$ cat src/hw/usx_pkg.sv
// Constants, register map and carrier types for the serial transceiver.
// Assumes a byte-wide register port and a single system clock.
package usx_pkg;
    // Register map
    localparam logic [7:0] ADDR_STATUS = 8'hC0;
    localparam logic [7:0] ADDR_CTRL = 8'hC1;
    localparam logic [7:0] ADDR_FORMAT = 8'hC2;
    localparam logic [7:0] ADDR_BAUD_LO = 8'hC4;
    localparam logic [7:0] ADDR_BAUD_HI = 8'hC5;
    localparam logic [7:0] ADDR_DATA = 8'hC6;

    // Status/control first register bit positions
    localparam int A_RXC = 7;
    localparam int A_TXC = 6;
    localparam int A_UDRE = 5;
    localparam int A_FE = 4;
    localparam int A_DOR = 3;
    localparam int A_PE = 2;
    localparam int A_U2X = 1;
    localparam int A_MPCM = 0;

    // Control second register bit positions
    localparam int B_RXCIE = 7;
    localparam int B_TXCIE = 6;
    localparam int B_UDRIE = 5;
    localparam int B_RXEN = 4;
    localparam int B_TXEN = 3;
    localparam int B_CSZ2 = 2;
    localparam int B_RXB8 = 1;
    localparam int B_TXB8 = 0;

    // Frame format register bit positions
    localparam int C_MSEL = 6;
    localparam int C_PAR_HI = 5;
    localparam int C_PAR_LO = 4;
    localparam int C_STOP = 3;
    localparam int C_CSZ_HI = 2;
    localparam int C_CSZ_LO = 1;
    localparam int C_CPOL = 0;

    // Reset values and masks
    localparam logic [7:0] FORMAT_RESET = 8'h06;
    localparam logic [7:0] FORMAT_MASK = 8'h7F;
    localparam logic [11:0] BAUD_RESET = 12'h000;

    // Oversampling counts per bit, minus one
    localparam logic [3:0] OS_NORMAL = 4'hF;
    localparam logic [3:0] OS_DOUBLE = 4'h7;

    localparam logic [1:0] FIFO_DEPTH = 2'h2;

    typedef enum logic [2:0] {TX_IDLE, TX_START, TX_DATA, TX_PAR, TX_STOP1, TX_STOP2} usx_tx_state_t;
    typedef enum logic [2:0] {RX_IDLE, RX_START, RX_DATA, RX_PAR, RX_STOP} usx_rx_state_t;

    typedef struct packed {
        logic [7:0] addr;
        logic [7:0] wdata;
        logic we;
        logic re;
    } usx_bus_req_t;

    typedef struct packed {
        logic [8:0] data;
        logic fe;
        logic pe;
    } usx_rx_ent_t;

    typedef struct packed {
        logic u2x;
        logic mpcm;
        logic txc;
        logic [7:0] ctrl_b;
        logic [7:0] fmt;
        logic [11:0] baud;
        logic [11:0] presc;
        logic external_serial_clock;
        logic [3:0] tx_os;
        logic [3:0] rx_os;
        usx_tx_state_t tx_st;
        logic [8:0] tx_buf;
        logic tx_full;
        logic [8:0] tx_sh;
        logic [3:0] tx_cnt;
        logic tx_par;
        logic tx_on;
        logic txd;
        logic txd_oe_n;
        logic xck_oe_n;
        usx_rx_state_t rx_st;
        logic [8:0] rx_sh;
        logic [3:0] rx_cnt;
        logic rx_par;
        logic rx_pe;
        usx_rx_ent_t [1:0] fifo;
        logic [1:0] fifo_n;
        usx_rx_ent_t hold;
        logic hold_v;
        logic dor;
        logic rx_s1;
        logic rx_s2;
        logic rx_s3;
        logic rxd;
        logic [7:0] rdata;
        logic irq_rx;
        logic irq_tx;
        logic irq_udre;
    } usx_state_t;
endpackage : usx_pkg

$ cat src/hw/usx_regs.sv
// Serial transceiver: control/status/baud registers with a compact frame engine.
// Assumes a byte register port with one-cycle strobes and read data one cycle later.
//
// Our own choice: the address-and-strobe port.
`timescale 1ns/1ps

// What this block does
// Transmit-done sets after last frame, buffer empty
// Transmit-done clears on service or write-one
// Buffer-empty reads one when buffer free, reset
// Framing fault follows head character's stop bit
// Overrun when buffer, holder full, new start
// Parity fault follows head character when checked
// Software writes zero to fault bit positions
// Double speed divides by eight, async only
// Multidrop filter drops frames without address mark
// Interrupt requests need enable, global, flag
// Receiver disable flushes buffer and faults
// Transmitter disable waits until everything sent
// Software reads ninth bit before data
// Software writes ninth bit before data
// Mode bit selects asynchronous or synchronous
// Parity field: off, reserved, even, odd
// Stop bit count affects transmitter only
// Size codes give five to nine bits
// Clock polarity picks change and sample edges
// Twelve-bit divisor split over two registers
// Receive-done shows unread characters present
// Data writes ignored while buffer full
// Low divisor write reloads prescaler at once
// Bit period from prescaler and oversampling
module usx_regs
    import usx_pkg::*;
(
    input wire logic sys_clk, // System clock
    input wire logic rst, // Synchronous reset
    input wire logic ce, // Clock enable
    input wire usx_bus_req_t bus, // Register request
    output logic [7:0] rdata, // Read data
    input wire logic global_irq_en, // Global interrupt enable
    input wire logic tx_irq_ack, // Transmit-done serviced
    input wire logic rxd_pin, // Serial receive pin
    output logic txd, // Serial transmit data
    output logic txd_oe_n, // Transmit pin enable
    output logic external_serial_clock, // Synchronous clock out
    output logic xck_oe_n, // Clock pin enable
    output logic rx_irq, // Receive-done request
    output logic tx_irq, // Transmit-done request
    output logic udre_irq // Buffer-empty request
);

    function automatic logic [3:0] char_bits(input logic [2:0] code);
        case (code)
            3'h0: char_bits = 4'h5;
            3'h1: char_bits = 4'h6;
            3'h2: char_bits = 4'h7;
            3'h7: char_bits = 4'h9;
            default: char_bits = 4'h8;
        endcase
    endfunction : char_bits

    usx_state_t st;
    usx_state_t nx;
    usx_rx_ent_t ent;
    usx_rx_ent_t head;
    logic sync_mode;
    logic cpol;
    logic par_on;
    logic par_odd;
    logic tick;
    logic chg_edge;
    logic smp_edge;
    logic tx_bit;
    logic rx_bit;
    logic tx_done;
    logic push;
    logic pop;
    logic start_seen;
    logic hv;
    logic [1:0] n;
    logic [3:0] os_max;
    logic [3:0] nbits;

    always_comb begin
        nx = st;
        ent = '0;
        push = 1'b0;
        tx_done = 1'b0;
        start_seen = 1'b0;
        sync_mode = st.fmt[C_MSEL];
        cpol = st.fmt[C_CPOL] & sync_mode;
        par_on = st.fmt[C_PAR_HI];
        par_odd = st.fmt[C_PAR_LO];
        nbits = char_bits({st.ctrl_b[B_CSZ2], st.fmt[C_CSZ_HI:C_CSZ_LO]});
        os_max = (st.u2x && !sync_mode) ? OS_DOUBLE : OS_NORMAL;
        head = (st.fifo_n != 2'h0) ? st.fifo[0] : '0;
        pop = bus.re && bus.addr == ADDR_DATA && st.fifo_n != 2'h0;

        // Pin synchroniser
        nx.rx_s1 = rxd_pin;
        nx.rx_s2 = st.rx_s1;
        nx.rx_s3 = st.rx_s2;
        if (st.rx_s2 == st.rx_s3) begin
            nx.rxd = st.rx_s3;
        end

        // Prescaler: one tick every divisor+1 clocks
        tick = st.presc == 12'h000;
        if (bus.we && bus.addr == ADDR_BAUD_LO) begin
            nx.presc = {st.baud[11:8], bus.wdata};
            tick = 1'b0;
        end else if (tick) begin
            nx.presc = st.baud;
        end else begin
            nx.presc = st.presc - 12'h001;
        end

        // Synchronous clock and its edges
        chg_edge = sync_mode && tick && (st.external_serial_clock == cpol);
        smp_edge = sync_mode && tick && (st.external_serial_clock != cpol);
        if (!sync_mode) begin
            nx.external_serial_clock = 1'b0;
        end else if (tick) begin
            nx.external_serial_clock = ~st.external_serial_clock;
        end
        if (tick) begin
            nx.tx_os = (st.tx_os >= os_max) ? 4'h0 : st.tx_os + 4'h1;
            nx.rx_os = (st.rx_os >= os_max) ? 4'h0 : st.rx_os + 4'h1;
        end
        tx_bit = sync_mode ? chg_edge : (tick && st.tx_os == os_max);
        rx_bit = sync_mode ? smp_edge : (tick && st.rx_os == {1'b0, os_max[3:1]});

        // Transmitter
        nx.tx_on = st.ctrl_b[B_TXEN] | (st.tx_on & ((st.tx_st != TX_IDLE) | st.tx_full));
        if (bus.we && bus.addr == ADDR_DATA && !st.tx_full) begin
            nx.tx_buf = {st.ctrl_b[B_TXB8], bus.wdata};
            nx.tx_full = 1'b1;
        end
        unique case (st.tx_st)
            TX_IDLE: begin
                if (st.tx_on && st.tx_full) begin
                    nx.tx_sh = st.tx_buf;
                    nx.tx_full = 1'b0;
                    nx.tx_st = TX_START;
                    nx.txd = 1'b0;
                    nx.tx_os = 4'h0;
                    nx.tx_par = par_odd;
                end
            end
            TX_START: begin
                if (tx_bit) begin
                    nx.txd = st.tx_sh[0];
                    nx.tx_par = st.tx_par ^ st.tx_sh[0];
                    nx.tx_sh = st.tx_sh >> 1;
                    nx.tx_cnt = 4'h1;
                    nx.tx_st = TX_DATA;
                end
            end
            TX_DATA: begin
                if (tx_bit) begin
                    if (st.tx_cnt == nbits) begin
                        if (par_on) begin
                            nx.txd = st.tx_par;
                            nx.tx_st = TX_PAR;
                        end else begin
                            nx.txd = 1'b1;
                            nx.tx_st = TX_STOP1;
                        end
                    end else begin
                        nx.txd = st.tx_sh[0];
                        nx.tx_par = st.tx_par ^ st.tx_sh[0];
                        nx.tx_sh = st.tx_sh >> 1;
                        nx.tx_cnt = st.tx_cnt + 4'h1;
                    end
                end
            end
            TX_PAR: begin
                if (tx_bit) begin
                    nx.txd = 1'b1;
                    nx.tx_st = TX_STOP1;
                end
            end
            TX_STOP1: begin
                if (tx_bit) begin
                    if (st.fmt[C_STOP]) begin
                        nx.tx_st = TX_STOP2;
                    end else begin
                        tx_done = 1'b1;
                    end
                end
            end
            TX_STOP2: begin
                if (tx_bit) begin
                    tx_done = 1'b1;
                end
            end
            default: nx.tx_st = TX_IDLE;
        endcase
        if (tx_done) begin
            nx.tx_st = TX_IDLE;
        end
        if (!nx.tx_on) begin
            nx.txd = 1'b1;
        end
        // Set wins over service and write-one clear
        nx.txc = (tx_done && !st.tx_full)
            | (st.txc & ~tx_irq_ack & ~(bus.we && bus.addr == ADDR_STATUS && bus.wdata[A_TXC]));

        // Receiver
        unique case (st.rx_st)
            RX_IDLE: begin
                if (st.ctrl_b[B_RXEN] && !st.rxd && (sync_mode ? smp_edge : tick)) begin
                    start_seen = 1'b1;
                    nx.rx_st = sync_mode ? RX_DATA : RX_START;
                    nx.rx_os = 4'h1;
                    nx.rx_cnt = 4'h0;
                    nx.rx_sh = 9'h000;
                    nx.rx_par = par_odd;
                    nx.rx_pe = 1'b0;
                end
            end
            RX_START: begin
                if (rx_bit) begin
                    nx.rx_st = st.rxd ? RX_IDLE : RX_DATA;
                end
            end
            RX_DATA: begin
                if (rx_bit) begin
                    nx.rx_sh[st.rx_cnt] = st.rxd;
                    nx.rx_par = st.rx_par ^ st.rxd;
                    nx.rx_cnt = st.rx_cnt + 4'h1;
                    if (st.rx_cnt + 4'h1 == nbits) begin
                        nx.rx_st = par_on ? RX_PAR : RX_STOP;
                    end
                end
            end
            RX_PAR: begin
                if (rx_bit) begin
                    nx.rx_pe = st.rxd ^ st.rx_par;
                    nx.rx_st = RX_STOP;
                end
            end
            RX_STOP: begin
                if (rx_bit) begin
                    ent.data = st.rx_sh;
                    ent.fe = ~st.rxd;
                    ent.pe = st.rx_pe;
                    push = !st.mpcm || st.rx_sh[nbits - 4'h1];
                    nx.rx_st = RX_IDLE;
                end
            end
            default: nx.rx_st = RX_IDLE;
        endcase

        // Two-entry buffer with a holding stage behind it
        n = st.fifo_n;
        hv = st.hold_v;
        if (pop) begin
            nx.fifo[0] = st.fifo[1];
            n = n - 2'h1;
        end
        if (hv && n != FIFO_DEPTH) begin
            nx.fifo[n[0]] = st.hold;
            n = n + 2'h1;
            hv = 1'b0;
        end
        if (push) begin
            if (n != FIFO_DEPTH) begin
                nx.fifo[n[0]] = ent;
                n = n + 2'h1;
            end else if (!hv) begin
                nx.hold = ent;
                hv = 1'b1;
            end
        end
        nx.fifo_n = n;
        nx.hold_v = hv;
        nx.dor = (start_seen && st.fifo_n == FIFO_DEPTH && st.hold_v) | (st.dor & ~pop);

        // Register writes
        if (bus.we) begin
            case (bus.addr)
                ADDR_STATUS: begin
                    nx.u2x = bus.wdata[A_U2X];
                    nx.mpcm = bus.wdata[A_MPCM];
                end
                ADDR_CTRL: nx.ctrl_b = bus.wdata;
                ADDR_FORMAT: nx.fmt = bus.wdata & FORMAT_MASK;
                ADDR_BAUD_LO: nx.baud[7:0] = bus.wdata;
                ADDR_BAUD_HI: nx.baud[11:8] = bus.wdata[3:0];
                default: nx.u2x = st.u2x;
            endcase
        end

        if (!st.ctrl_b[B_RXEN]) begin
            nx.fifo_n = 2'h0;
            nx.hold_v = 1'b0;
            nx.dor = 1'b0;
            nx.rx_st = RX_IDLE;
        end

        // Register reads, answered in the following cycle
        nx.rdata = 8'h00;
        if (bus.re) begin
            case (bus.addr)
                ADDR_STATUS: nx.rdata = {st.fifo_n != 2'h0, st.txc, ~st.tx_full,
                    head.fe, st.dor, head.pe, st.u2x, st.mpcm};
                ADDR_CTRL: nx.rdata = {st.ctrl_b[7:2], head.data[8], st.ctrl_b[B_TXB8]};
                ADDR_FORMAT: nx.rdata = st.fmt;
                ADDR_DATA: nx.rdata = head.data[7:0];
                ADDR_BAUD_LO: nx.rdata = st.baud[7:0];
                ADDR_BAUD_HI: nx.rdata = {4'h0, st.baud[11:8]};
                default: nx.rdata = 8'h00;
            endcase
        end

        // Interrupt requests track the registered flags
        nx.irq_rx = global_irq_en & nx.ctrl_b[B_RXCIE] & (nx.fifo_n != 2'h0);
        nx.irq_tx = global_irq_en & nx.ctrl_b[B_TXCIE] & nx.txc;
        nx.irq_udre = global_irq_en & nx.ctrl_b[B_UDRIE] & ~nx.tx_full;
        nx.txd_oe_n = ~nx.tx_on;
        nx.xck_oe_n = ~nx.fmt[C_MSEL];
    end

    always_ff @(posedge sys_clk) begin
        if (rst) begin
            st <= '0;
            st.fmt <= FORMAT_RESET;
            st.baud <= BAUD_RESET;
            st.txd <= 1'b1;
            st.txd_oe_n <= 1'b1;
            st.xck_oe_n <= 1'b1;
            st.rx_s1 <= 1'b1;
            st.rx_s2 <= 1'b1;
            st.rx_s3 <= 1'b1;
            st.rxd <= 1'b1;
        end else if (ce) begin
            st <= nx;
        end
    end

    assign rdata = st.rdata;
    assign txd = st.txd;
    assign txd_oe_n = st.txd_oe_n;
    assign external_serial_clock = st.external_serial_clock;
    assign xck_oe_n = st.xck_oe_n;
    assign rx_irq = st.irq_rx;
    assign tx_irq = st.irq_tx;
    assign udre_irq = st.irq_udre;

endmodule : usx_regs

$ cat config.mk
export PLATFORM = sky130hd
export DESIGN_NAME = usx_regs
export DESIGN_NICKNAME = d
export VERILOG_FILES = /design/src/hw/usx_pkg.sv /design/src/hw/usx_regs.sv
export SDC_FILE = /design/constraint.sdc
export NUM_CORES = 1
export LEC_CHECK = 0
export ABC_AREA = 0
export ABC_CLOCK_PERIOD_IN_PS = 4500
export BUFFER_PORTS_ARGS = -buffer_cell sky130_fd_sc_hd__buf_2
export CAP_MARGIN = 25
export CORE_MARGIN = 4
export CORE_UTILIZATION = 25
export DETAILED_ROUTE_END_ITERATION = 8
export PLACE_DENSITY = 0.37
export SLEW_MARGIN = 20
export SYNTH_ARGS = -nofsm -noshare
export SYNTH_HDL_FRONTEND = slang
export SYNTH_SLANG_ARGS = --single-unit
$ cat constraint.sdc
create_clock -name sys_clk -period 4.5 [get_ports sys_clk]
set_clock_uncertainty 0.1 [all_clocks]
set_input_delay 0.225 -clock sys_clk [delete_from_list [all_inputs] [get_ports sys_clk]]
set_output_delay 0.225 -clock sys_clk [all_outputs]
set_load 0.1 [all_outputs]
* After elaboration in Yosys (flattened, before gate mapping)
Index checks and enable logic that the tools add are counted.
** Storage, ports and cells
- Output and inout port bits :: 15
- Logic and storage cells :: 304
- Register bits :: 152
** Operators by class
- Multiplexer cells :: 100
- Reductions and logical operators :: 55
- Equal/unequal tests :: 55
- $add $sub $neg :: 9
- Magnitude comparators :: 9
- Bitwise logic cells :: 28
** Operators with widths (number)
- $mux 11 :: 6
- $mux 22 :: 3
- $ne 3x3->1 const B :: 17
- $eq 8x8->1 const B :: 6
- $pmux 8 s6 :: 1
- $bwmux 22 :: 2
- $mux 14 :: 3
- $mux 3 :: 14
- $mux 4 :: 8
- $mux 8 :: 4
- $mux 1 :: 29
- $mux 28 :: 1
- $pmux 14 s2 :: 1
- $pmux 9 s3 :: 1
- $mux 12 :: 2
- $logic_and 1x1->1 :: 23
- $demux 11 s1 :: 2
- $ne 2x2->1 const B :: 10
- $mux 18 :: 1
- $pmux 3 s6 :: 1
- $mux 17 :: 1
- $add 4x1->4 const B :: 4
- $mux 2 :: 8
- $pmux 4 s4 :: 1
- other kinds (46) :: 107

* Depth between registers and ports, before layout
Gate-level depths: netlist of the first run.
- Depth after elaboration :: 14
- Depth in mapped cells :: 18
- Gate-level depth less buffers :: 14

* Worst setup path before layout of the first run
No wires, ideal clock.
- Path kind :: register -> register
- From :: reg st[28] (netlist name)
- To :: reg st[40] (netlist name)
- Stages on the path, launching flop included :: 17
- Setup time :: 0.122 ns
- Setup slack :: 0.449 ns
- Path buffers :: 3
- Arrival :: 3.829 ns
- Data required time :: 4.278 ns
- Period minus slack after synthesis :: 4.051 ns
- Path through :: dfxtp_1 inv_1 ha_1 nor4b_4 buf_2 mux2i_1 ha_1 nand2b_1 clkbuf_1 nor2_1 a21oi_1 inv_1 ha_1 buf_1 o41ai_4 a211oi_1 a221o_1
** On the way
- Word-level cells in the longest chain between the ends :: 13
- Elaborated cells on any way between the ends :: 25
- Those cells by class :: add/sub (2); order compare (4); eq/ne (2); mux (12); reduce/logical (5)
** Ends and longest elaborated chain
- from (decl) :: line usx_regs.sv:62 : usx_state_t st;
- from (signal assigned) :: line usx_regs.sv:338 : st <= nx;
- parallel branches: the longest is 12 deep, another holds $sub 2x1->2
- $mux 22 * :: line usx_regs.sv:267 : if (push) begin
Every way passes the cells marked *.
A chain may end at the register's enable or synchronous reset.

* Final worst setup path of the first run
- From :: reg st[28] (netlist name)
- To :: reg st[25] (netlist name)
** On the way
- Word-level cells in the longest chain between the ends :: 9
- Elaborated cells on any way between the ends :: 13
- Those cells by class :: add/sub (2); eq/ne (2); mux (3); bitwise (2); reduce/logical (4)
** Ends and longest elaborated chain
- parallel branches: the longest is 2 deep, another holds $sub 2x1->2
- $mux 2 * :: line usx_regs.sv:258 : if (pop) begin
- parallel branches: the longest is 5 deep, another holds $add 2x1->2
- $reduce_and 4->1 (no source line) *
Marked as above.

==> reports/metrics.cfg, run 1 <==
[place]
gp_congestion=0.840
hpwl_um=21700
pre_cts_ws_ps=212
dp_cells=1484
postPlaceCellArea_mm2=0.00913
place.port_buffers=38

[drt]
wl_per_cell_um=20.2
drtAntennaViolNets=0
first_pass_iters=4
vias=7995
drt_iter0_markers=614
drt_wl_total_um=30700
drc=0
via_per_inst=5.25

[timing]
slew_viol_final=0
max_freq_mhz=245
setup-violations-final=0
max-slew-margin-rel_pct=33.9
tightestPinTransition_ps=991
setup_tns_ps=0
period_needed_ps=4090
finalHoldViolCount=0
whs_ps=27.7
period_share_pct=90.9
rsz0062_at_grt=false
setup_ws_ps=411

[cells_and_area]
design_area_mm2=0.00977
area_growth_pct=15.0
final_nets=1103
final_cells=1523
regMostFlops=st
drive_gt1_share_pct=11.6
n_antenna_cell=0
largest_reg_flops=132
final_core_util_pct=29.1

[logic_synthesis]
yosysWarningCount=0
syn_area_mm2=0.00850
synthTopCellsByArea=dfxtp_1 36%, mux2i_1 5.4%, nand2_1 5.2%
ys.flop_type=dfxtp_1
async_flop_share_pct=0
netlist.top_cell.by_area=dfxtp_1
synth_nets=1090
syn_area_per_cell_um2=8.10
yosysSeqAreaShare_pct=35.6
synth.ff_latch_count=151
yosys.cell_types.count=83
synth_edf_count=0
syn_inst=1049
yosysMostFrequentCell=dfxtp_1
synth_top_area_share_pct=35.6
ys_top_cells_by_count=151 x dfxtp_1, 118 x nand2_1, 91 x nor2_1, 83 x a21oi_1, 54 x clkbuf_1

[worst_hold_path]
hp-class=in2reg
hold_end=st[127]$_SDFFE_PP0P_
min_path_cells=3
min_from=bus[7]

[clock_network]
max-clock-path-buffers=2
clock-root-buffer=clkbuf_16
cts.sinks=151
cts_made_buffers=17
htree_levels=4
clk_latency_ps=440
cts_tree=done
clk_pin_slew_ps=70

[critical_path]
critPathLaunchType=flip-flop
worstPathArrival_ps=4350
reg2reg_from=st[28]$_SDFFE_PP0P_
rr_endpoint=st[25]$_SDFFE_PP0P_
crit_path_end_kind=flip-flop
r2r_setup_slack_ps=410
reg2reg_depth=14
worstPathRequired_ps=4760
critical_path.max_fanout=22
path_class=reg2reg

[power_and_ir_drop]
power_density_mw_per_mm2=342
switching_share_pct=28.8
irDropWorstVdd_mv=0.253
power_switching_mw=0.962
power_mw=3.34
p_clk_share_pct=44.2
seqPwrFrac_pct=42.3
pwr-share-comb_pct=13.5
internal_power_mw=2.38
p_leak_nw=3.42

[die]
rows=67
design.die.area_mm2=0.0370
fp.dieH_um=192
fp.coreArea_mm2=0.0335
die_x_um=192
io_pins=39
initial_core_util_pct=25.3

[global_routing]
grt_max_degree=83
grt_pass1_vias=7655
overflow=0
grt_pass1_wl_um=47600
gr-usage-all-layers_pct=16.7
antenna_found_initial=0

[status]
status=finished clean

[flow_run]
drv_cap=0

-- power groups by stage --
stage          logic, mW  registers, mW  clock network [mW]
5_1_grt            0.505           1.42                1.57
3_5_place_dp       0.454           1.44                   0
6_report           0.451           1.41                1.48
3_3_place_gp       0.455           1.44                   0
2_1_floorplan      0.309           1.44                   0
4_1_cts            0.458           1.41                1.52
-- critical path, cell delays in order (launching register included) --
cell       delay, ps
dfxtp_1          430
inv_1            140
ha_1             340
nor4b_4          490
xnor2_1          260
ha_1             330
nor2b_1          170
xnor3_2          380
inv_1            140
ha_2             310
nand2_1          120
a2111oi_4        210
buf_4            300
nand3_1          110
a21oi_1          160
-- worst max path at each step --
stage	from	end	slack [ps]	depth (start not counted)
6_report	st[28]$_SDFFE_PP0P_	st[25]$_SDFFE_PP0P_	410	14
2_1_floorplan	st[28]$_SDFFE_PP0P_	st[40]$_SDFFE_PP0P_	450	16
5_1_grt	st[28]$_SDFFE_PP0P_	st[17]$_SDFFE_PP0P_	60	14
3_3_place_gp	st[28]$_SDFFE_PP0P_	st[30]$_SDFFE_PP0P_	240	12
3_5_place_dp	st[28]$_SDFFE_PP0P_	st[32]$_SDFFE_PP0P_	210	12
4_1_cts	st[28]$_SDFFE_PP0P_	st[32]$_SDFFE_PP0P_	170	12
-- metal layers --
layer	GRT usage [%]	up-vias	wire length, µm
met5	0	-	0
met4	4.94	0	541
met3	2.70	27	1120
met2	27.1	196	14500
met1	22.8	3843	14600
li1	-	3929	-
-- layout by cell type, fill, tap and decap left out, types with 18 or more instances in the layout --
cell type / instances
nand2_1: 118
dfxtp_1: 151
nand4_1: 20
nand2b_1: 18
a211oi_1: 19
o21ai_0: 47
buf_2: 37
nor2_1: 91
a21oi_1: 83
buf_4: 30
nor3_1: 27
nand3_1: 38
inv_1: 42
mux2i_1: 46
-- area by class of cell --
| type | count | area, µm² |
|---|---|---|
| Multi-Input combinational cell | 778 | 5000 |
| Timing Repair Buffer | 72 | 454 |
| Clock buffer | 21 | 460 |
| Tap cell | 448 | 561 |
| Sequential cell | 151 | 3020 |
| Clock inverter | 11 | 123 |
| Fill cell | 3685 | 23800 |
| Inverter | 42 | 158 |
-- kinds of logic after synthesis --
family | Yosys count | share of synthesized area, %
AND/OR/NAND/NOR | 395 | 23.4
AO/OA/AOI/OAI | 304 | 25.2
flip-flops | 151 | 35.6
buffers and inverters | 120 | 5.80
multiplexers | 50 | 6.08
adder cells (fa/ha/maj) | 18 | 2.62
XOR/XNOR | 11 | 1.31
-- repair_timing --
| action | CTS | global route |
|---|---|---|
| setup endpoints to repair | 0 | 23 |
| endpoints found under the hold margin | 4 | 0 |
| setup buffers | 0 | 2 |
| hold buffers | 4 | 0 |
| gates resized for setup | 0 | 1 |
No activity file was read; power rests on OpenSTA's default activity.
==> run 2, diff against run 1 <==
--- a/config.mk
+++ b/config.mk
@@ -6,10 +6,9 @@
 export NUM_CORES = 1
 export LEC_CHECK = 0
 export ABC_AREA = 0
-export ABC_CLOCK_PERIOD_IN_PS = 4500
+export ABC_CLOCK_PERIOD_IN_PS = 4100
 export BUFFER_PORTS_ARGS = -buffer_cell sky130_fd_sc_hd__buf_2
 export CAP_MARGIN = 25
-export CORE_MARGIN = 4
 export CORE_UTILIZATION = 25
 export DETAILED_ROUTE_END_ITERATION = 8
 export PLACE_DENSITY = 0.37
@@ -17,3 +16,4 @@
 export SYNTH_ARGS = -nofsm -noshare
 export SYNTH_HDL_FRONTEND = slang
 export SYNTH_SLANG_ARGS = --single-unit
+export TNS_END_PERCENT = 10
==> constraint.sdc (replaced) <==
create_clock -name sys_clk -period 4.1 [get_ports sys_clk]
set_clock_uncertainty 0.1 [all_clocks]
set_input_delay 0.205 -clock sys_clk [delete_from_list [all_inputs] [get_ports sys_clk]]
set_output_delay 0.205 -clock sys_clk [all_outputs]
set_load 0.1 [all_outputs]
==> run 2 against run 1 <==
Against the previous run: via count is essentially flat; worst hold slack gained 3.3 ps; register-to-register slack lost 80 ps; maximum frequency grew 8.5%; sequential share of layout area shrank 0.52 points; critical endpoint unchanged; total power grew 16%; sequential cell count is the same; utilization grew 0.50 points; critical path type unchanged.
==> reports/metrics.cfg, run 2 (synthesis results as in run 1) <==
[cells_and_area]
final_nets=1115
final_common_cell=dfxtp_1
largest_reg_flops=132
regMostFlops=st
nFillCells=3621
final_cell_mix=151 x dfxtp_1, 118 x nand2_1, 91 x nor2_1, 83 x a21oi_1, 47 x o21ai_0
final_core_util_pct=29.6
area_growth_pct=17.0
drive_gt1_share_pct=12.1

[timing]
whs_ps=30.9
rsz0062_at_grt=false
setup-violations-final=0
period_share_pct=91.9
finalHoldViolCount=0
setup_tns_ps=0
tightestPinTransition_ps=938
max-slew-margin-rel_pct=37.0
period_needed_ps=3770
max_freq_mhz=265
slew_viol_final=0

[critical_path]
cp.buffers_inverters=5
startpoint=st[28]$_SDFFE_PP0P_
crit_cells=16
path_delay_family=buffers and inverters
reg2reg_depth=16
worstPathArrival_ps=3960
crit_slowest_cell=dfxtp_1
worstPathRequired_ps=4290
rr_endpoint=st[25]$_SDFFE_PP0P_
critPathLaunchType=flip-flop
path_cells=inv_1, ha_1, nor4b_4, mux2i_1, ha_1, nand2b_1, buf_4, a21oi_1, inv_1, ha_1, buf_4, nand2_1, a2111oi_4, buf_6, nand2b_1, a21oi_1
crit_path_end_kind=flip-flop
critPathCapture=st[25]$_SDFFE_PP0P_
path_class=reg2reg
critical_path.max_fanout=22
cpPeakStageDelay_ps=450
path_common_cell=ha_1
reg2reg_from=st[28]$_SDFFE_PP0P_
r2r_setup_slack_ps=330

[power_and_ir_drop]
irDropWorstVdd_mv=0.297
p_leak_nw=3.52
power_density_mw_per_mm2=390
power_mw=3.88

[drt]
top_layer_used=met4
via_per_inst=5.22
drt_iter0_markers=421
drt_wl_total_um=30700
met3RoutedLength_um=1120
vias=8001
dr_wl_met2_um=14500
drc=0
wl_per_cell_um=20.0
first_pass_iters=7
drtAntennaViolNets=0
wl_met1_um=14400

[clock_network]
clk_latency_ps=430
post_cts_buffers=0
clk_pin_slew_ps=70
cts_tree=done
cts.sinks=151
cts_made_buffers=17
max-clock-path-buffers=2
clock-root-buffer=clkbuf_16
htree_levels=4

[place]
place.port_buffers=38
gp_congestion=0.815
hpwl_um=21900

[global_routing]
grt_pass1_wl_um=47800
overflow=0
grt_pass1_vias=7728
gr-usage-all-layers_pct=17.8
grt_max_degree=66
antenna_found_initial=1

[die]
design.die.area_mm2=0.0347
fp.dieH_um=186
initial_core_util_pct=25.3
rows=67
io_pins=39
die_x_um=186
fp.coreArea_mm2=0.0335

[worst_hold_path]
hp-class=in2reg
min_path_cells=3

[status]
status=finished clean

[flow_run]
drv_cap=0

## run 2: routing by layer
layer / GRT usage, % / vias to the layer above
li1: - / 3943
met1: 23.1 / 3830
met2: 29.4 / 186
met3: 3.01 / 42
met4: 6.58 / 0
met5: 0 / -
## run 2: cell type report
cell class	count	area [µm²]	share of cell area, %
Antenna cell	1	2.50	0.0252
Tap cell	448	561	5.64
Clock inverter	9	198	1.99
Inverter	42	158	1.59
Multi-Input combinational cell	778	4990	50.2
Sequential cell	151	3020	30.4
Timing Repair Buffer	84	551	5.54
Clock buffer	21	460	4.63
## run 2: how the worst min path moves through the flow
stage                       start                    end  slack (ps)
final                      bus[0]  rdata[0]$_SDFFE_PP0P_          30
after global routing       bus[0]  rdata[3]$_SDFFE_PP0P_          30
after CTS                  bus[0]  rdata[0]$_SDFFE_PP0P_          20
after detailed placement  rxd_pin    nx[13]$_SDFFE_PP1P_         330
after global placement    rxd_pin    nx[13]$_SDFFE_PP1P_         330
after floorplan           rxd_pin    nx[13]$_SDFFE_PP1P_         230
## run 2: through the flow
stage	setup WS, ps	cell area [µm²]	std cells
floorplan	49.3	8500	1049
global placement	269	9210	1495
detailed placement	253	9210	1495
CTS	227	9930	1531
global route	44.8	9940	1533
finish	332	9940	1534
## run 2: timing repair
item / in CTS / in global routing
hold endpoints to repair: 6 / 0
endpoints found under the setup margin: 0 / 8
gates resized for setup: 0 / 1
hold buffers: 6 / 0
## run 2: worst min-delay path, cell delays in order
cell and delay, ps:
buf_2 160, nand3_1 90, a21oi_1 60
## run 2: where the power goes
part           leakage, nW  switching (mW)  total (mW)  internal (mW)
Combinational         1.98           0.325       0.506          0.182
Clock                0.319           0.651        1.82           1.17
Sequential            1.22          0.0465        1.55           1.51
==> run 3, diff against run 2 <==
--- a/config.mk
+++ b/config.mk
@@ -11,7 +11,7 @@
 export CAP_MARGIN = 25
 export CORE_UTILIZATION = 25
 export DETAILED_ROUTE_END_ITERATION = 8
-export PLACE_DENSITY = 0.37
+export PLACE_DENSITY = 0.45
 export SLEW_MARGIN = 20
 export SYNTH_ARGS = -nofsm -noshare
 export SYNTH_HDL_FRONTEND = slang
==> run 3 against run 2 <==
Against the previous run: worst setup slack lost 29 ps; routed wire length down 4.4%; cell count down 0.33%; first-iteration DRC count up 50%; maximum frequency down 0.76%; clock power decreased by 8%; non-clock buffer count decreased by 6; largest cell class unchanged; largest power group unchanged.
==> reports/metrics.cfg, run 3 (synthesis results as in run 1) <==
[global_routing]
antenna_found_initial=1
grt_pass1_vias=7461
grt_pass1_wl_um=45500
grt_max_degree=79
overflow=0
gr-usage-all-layers_pct=16.9

[clock_network]
clk_latency_ps=450
clock-root-buffer=clkbuf_16
clk_pin_slew_ps=60
max-clock-path-buffers=2
cts_made_buffers=17
cts.sinks=151
htree_levels=4
cts_tree=done

[timing]
max_freq_mhz=263
period_share_pct=92.6
setup_ws_ps=303
setup_tns_ps=0
setup-violations-final=0
max-slew-margin-rel_pct=35.5
period_needed_ps=3800
finalHoldViolCount=0
slew_viol_final=0
rsz0062_at_grt=false
tightestPinTransition_ps=966

[die]
rows=67
design.die.area_mm2=0.0347
die_x_um=186
io_pins=39
fp.coreArea_mm2=0.0335
fp.dieH_um=186
initial_core_util_pct=25.3

[place]
gp_congestion=0.902
dp_cells=1490
postPlaceCellArea_mm2=0.00917
place.port_buffers=38
pre_cts_ws_ps=81.4
hpwl_um=20700

[cells_and_area]
area_growth_pct=15.8
final_cells=1529
nFillCells=3633
final_nets=1109
final_cell_mix=151 x dfxtp_1, 118 x nand2_1, 91 x nor2_1, 83 x a21oi_1, 47 x o21ai_0
regMostFlops=st
n_antenna_cell=0
largest_reg_flops=132
final-seq-area_mm2=0.00302
final_common_cell=dfxtp_1
multi_input_area_mm2=0.00499
design_area_mm2=0.00984
drive_gt1_share_pct=11.9

[critical_path]
crit_path_end_kind=flip-flop
critPathLaunchType=flip-flop
path_class=reg2reg
critical_path.max_fanout=22
reg2reg_from=st[28]$_SDFFE_PP0P_
worstPathArrival_ps=4060
startpoint=st[28]$_SDFFE_PP0P_
worstPathRequired_ps=4370

[drt]
wl_per_cell_um=19.2
drtAntennaViolNets=0
vias=8051
via_per_inst=5.27
drt_iter0_markers=633
drt_wl_total_um=29400
drc=0
first_pass_iters=5

[power_and_ir_drop]
pwr-share-comb_pct=13.4
internal_power_mw=2.65
power_density_mw_per_mm2=378
p_clk_share_pct=44.8
power_switching_mw=1.07
switching_share_pct=28.8
irDropWorstVdd_mv=0.264
p_leak_nw=3.45
seqPwrFrac_pct=41.7

[flow_run]
drv_cap=0

[worst_hold_path]
hp-class=in2reg
min_from=bus[5]

[status]
status=finished clean

==> run 3: power by group through the flow <==
stage | logic [mW] | registers (mW) | clock network [mW]
finish | 0.500 | 1.55 | 1.67
global route | 0.549 | 1.56 | 1.77
CTS | 0.499 | 1.55 | 1.71
detailed placement | 0.493 | 1.58 | 0
global placement | 0.496 | 1.58 | 0
floorplan | 0.339 | 1.58 | 0
==> run 3: repair_timing <==
action	4_1_cts	5_1_grt
resized for setup	0	1
setup endpoints to repair	0	11
hold buffers	5	0
buffers inserted	0	1
endpoints found under the hold margin	5	0
==> run 3: final cells by class <==
cell class	count	share of cell area, %
multi-input cells	778	50.7
clock inverters	13	1.72
clock buffers	19	4.40
well taps	448	5.70
inverters	42	1.60
flip-flops and latches	151	30.7
repair buffers	78	5.15
==> run 3: worst paths after layout <==
kind / cells after the start / endpoint / slack [ps]
worst max-delay path: 14 / st[26]$_SDFFE_PP0P_ / 300
worst min-delay path: 3 / st[125]$_SDFFE_PP0P_ / 20
worst max register to register: 14 / st[26]$_SDFFE_PP0P_ / 300
worst min register to register: 2 / txd_oe_n$_SDFFE_PP1P_ / 360
==> run 3: routing by layer <==
layer  track usage, %  share of wire [%]
met5                0              0.041
met4             4.55                1.5
met3             3.08                4.5
met2             27.1                 47
met1             23.0                 47
==> run 3: metrics by stage <==
stage,hold WS [ps],utilization (%),power [mW]
final,20.9,29.3,3.72
after global routing,6.60,29.3,3.88
after CTS,4.31,29.3,3.76
after detailed placement,349,27.3,2.08
after global placement,346,27.3,2.08
after floorplan,233,-,1.92
==> run 3: critical path: stages, from the launching register on <==
cell and delay (ps):
dfxtp_1 440, inv_1 140, ha_1 270, nor4b_4 390, mux2i_1 270, ha_1 290
nor2b_1 90, xnor3_2 330, inv_1 140, ha_1 320, nand2_1 150, a2111oi_4 270
buf_6 250, nand3_1 110, a21oi_1 160
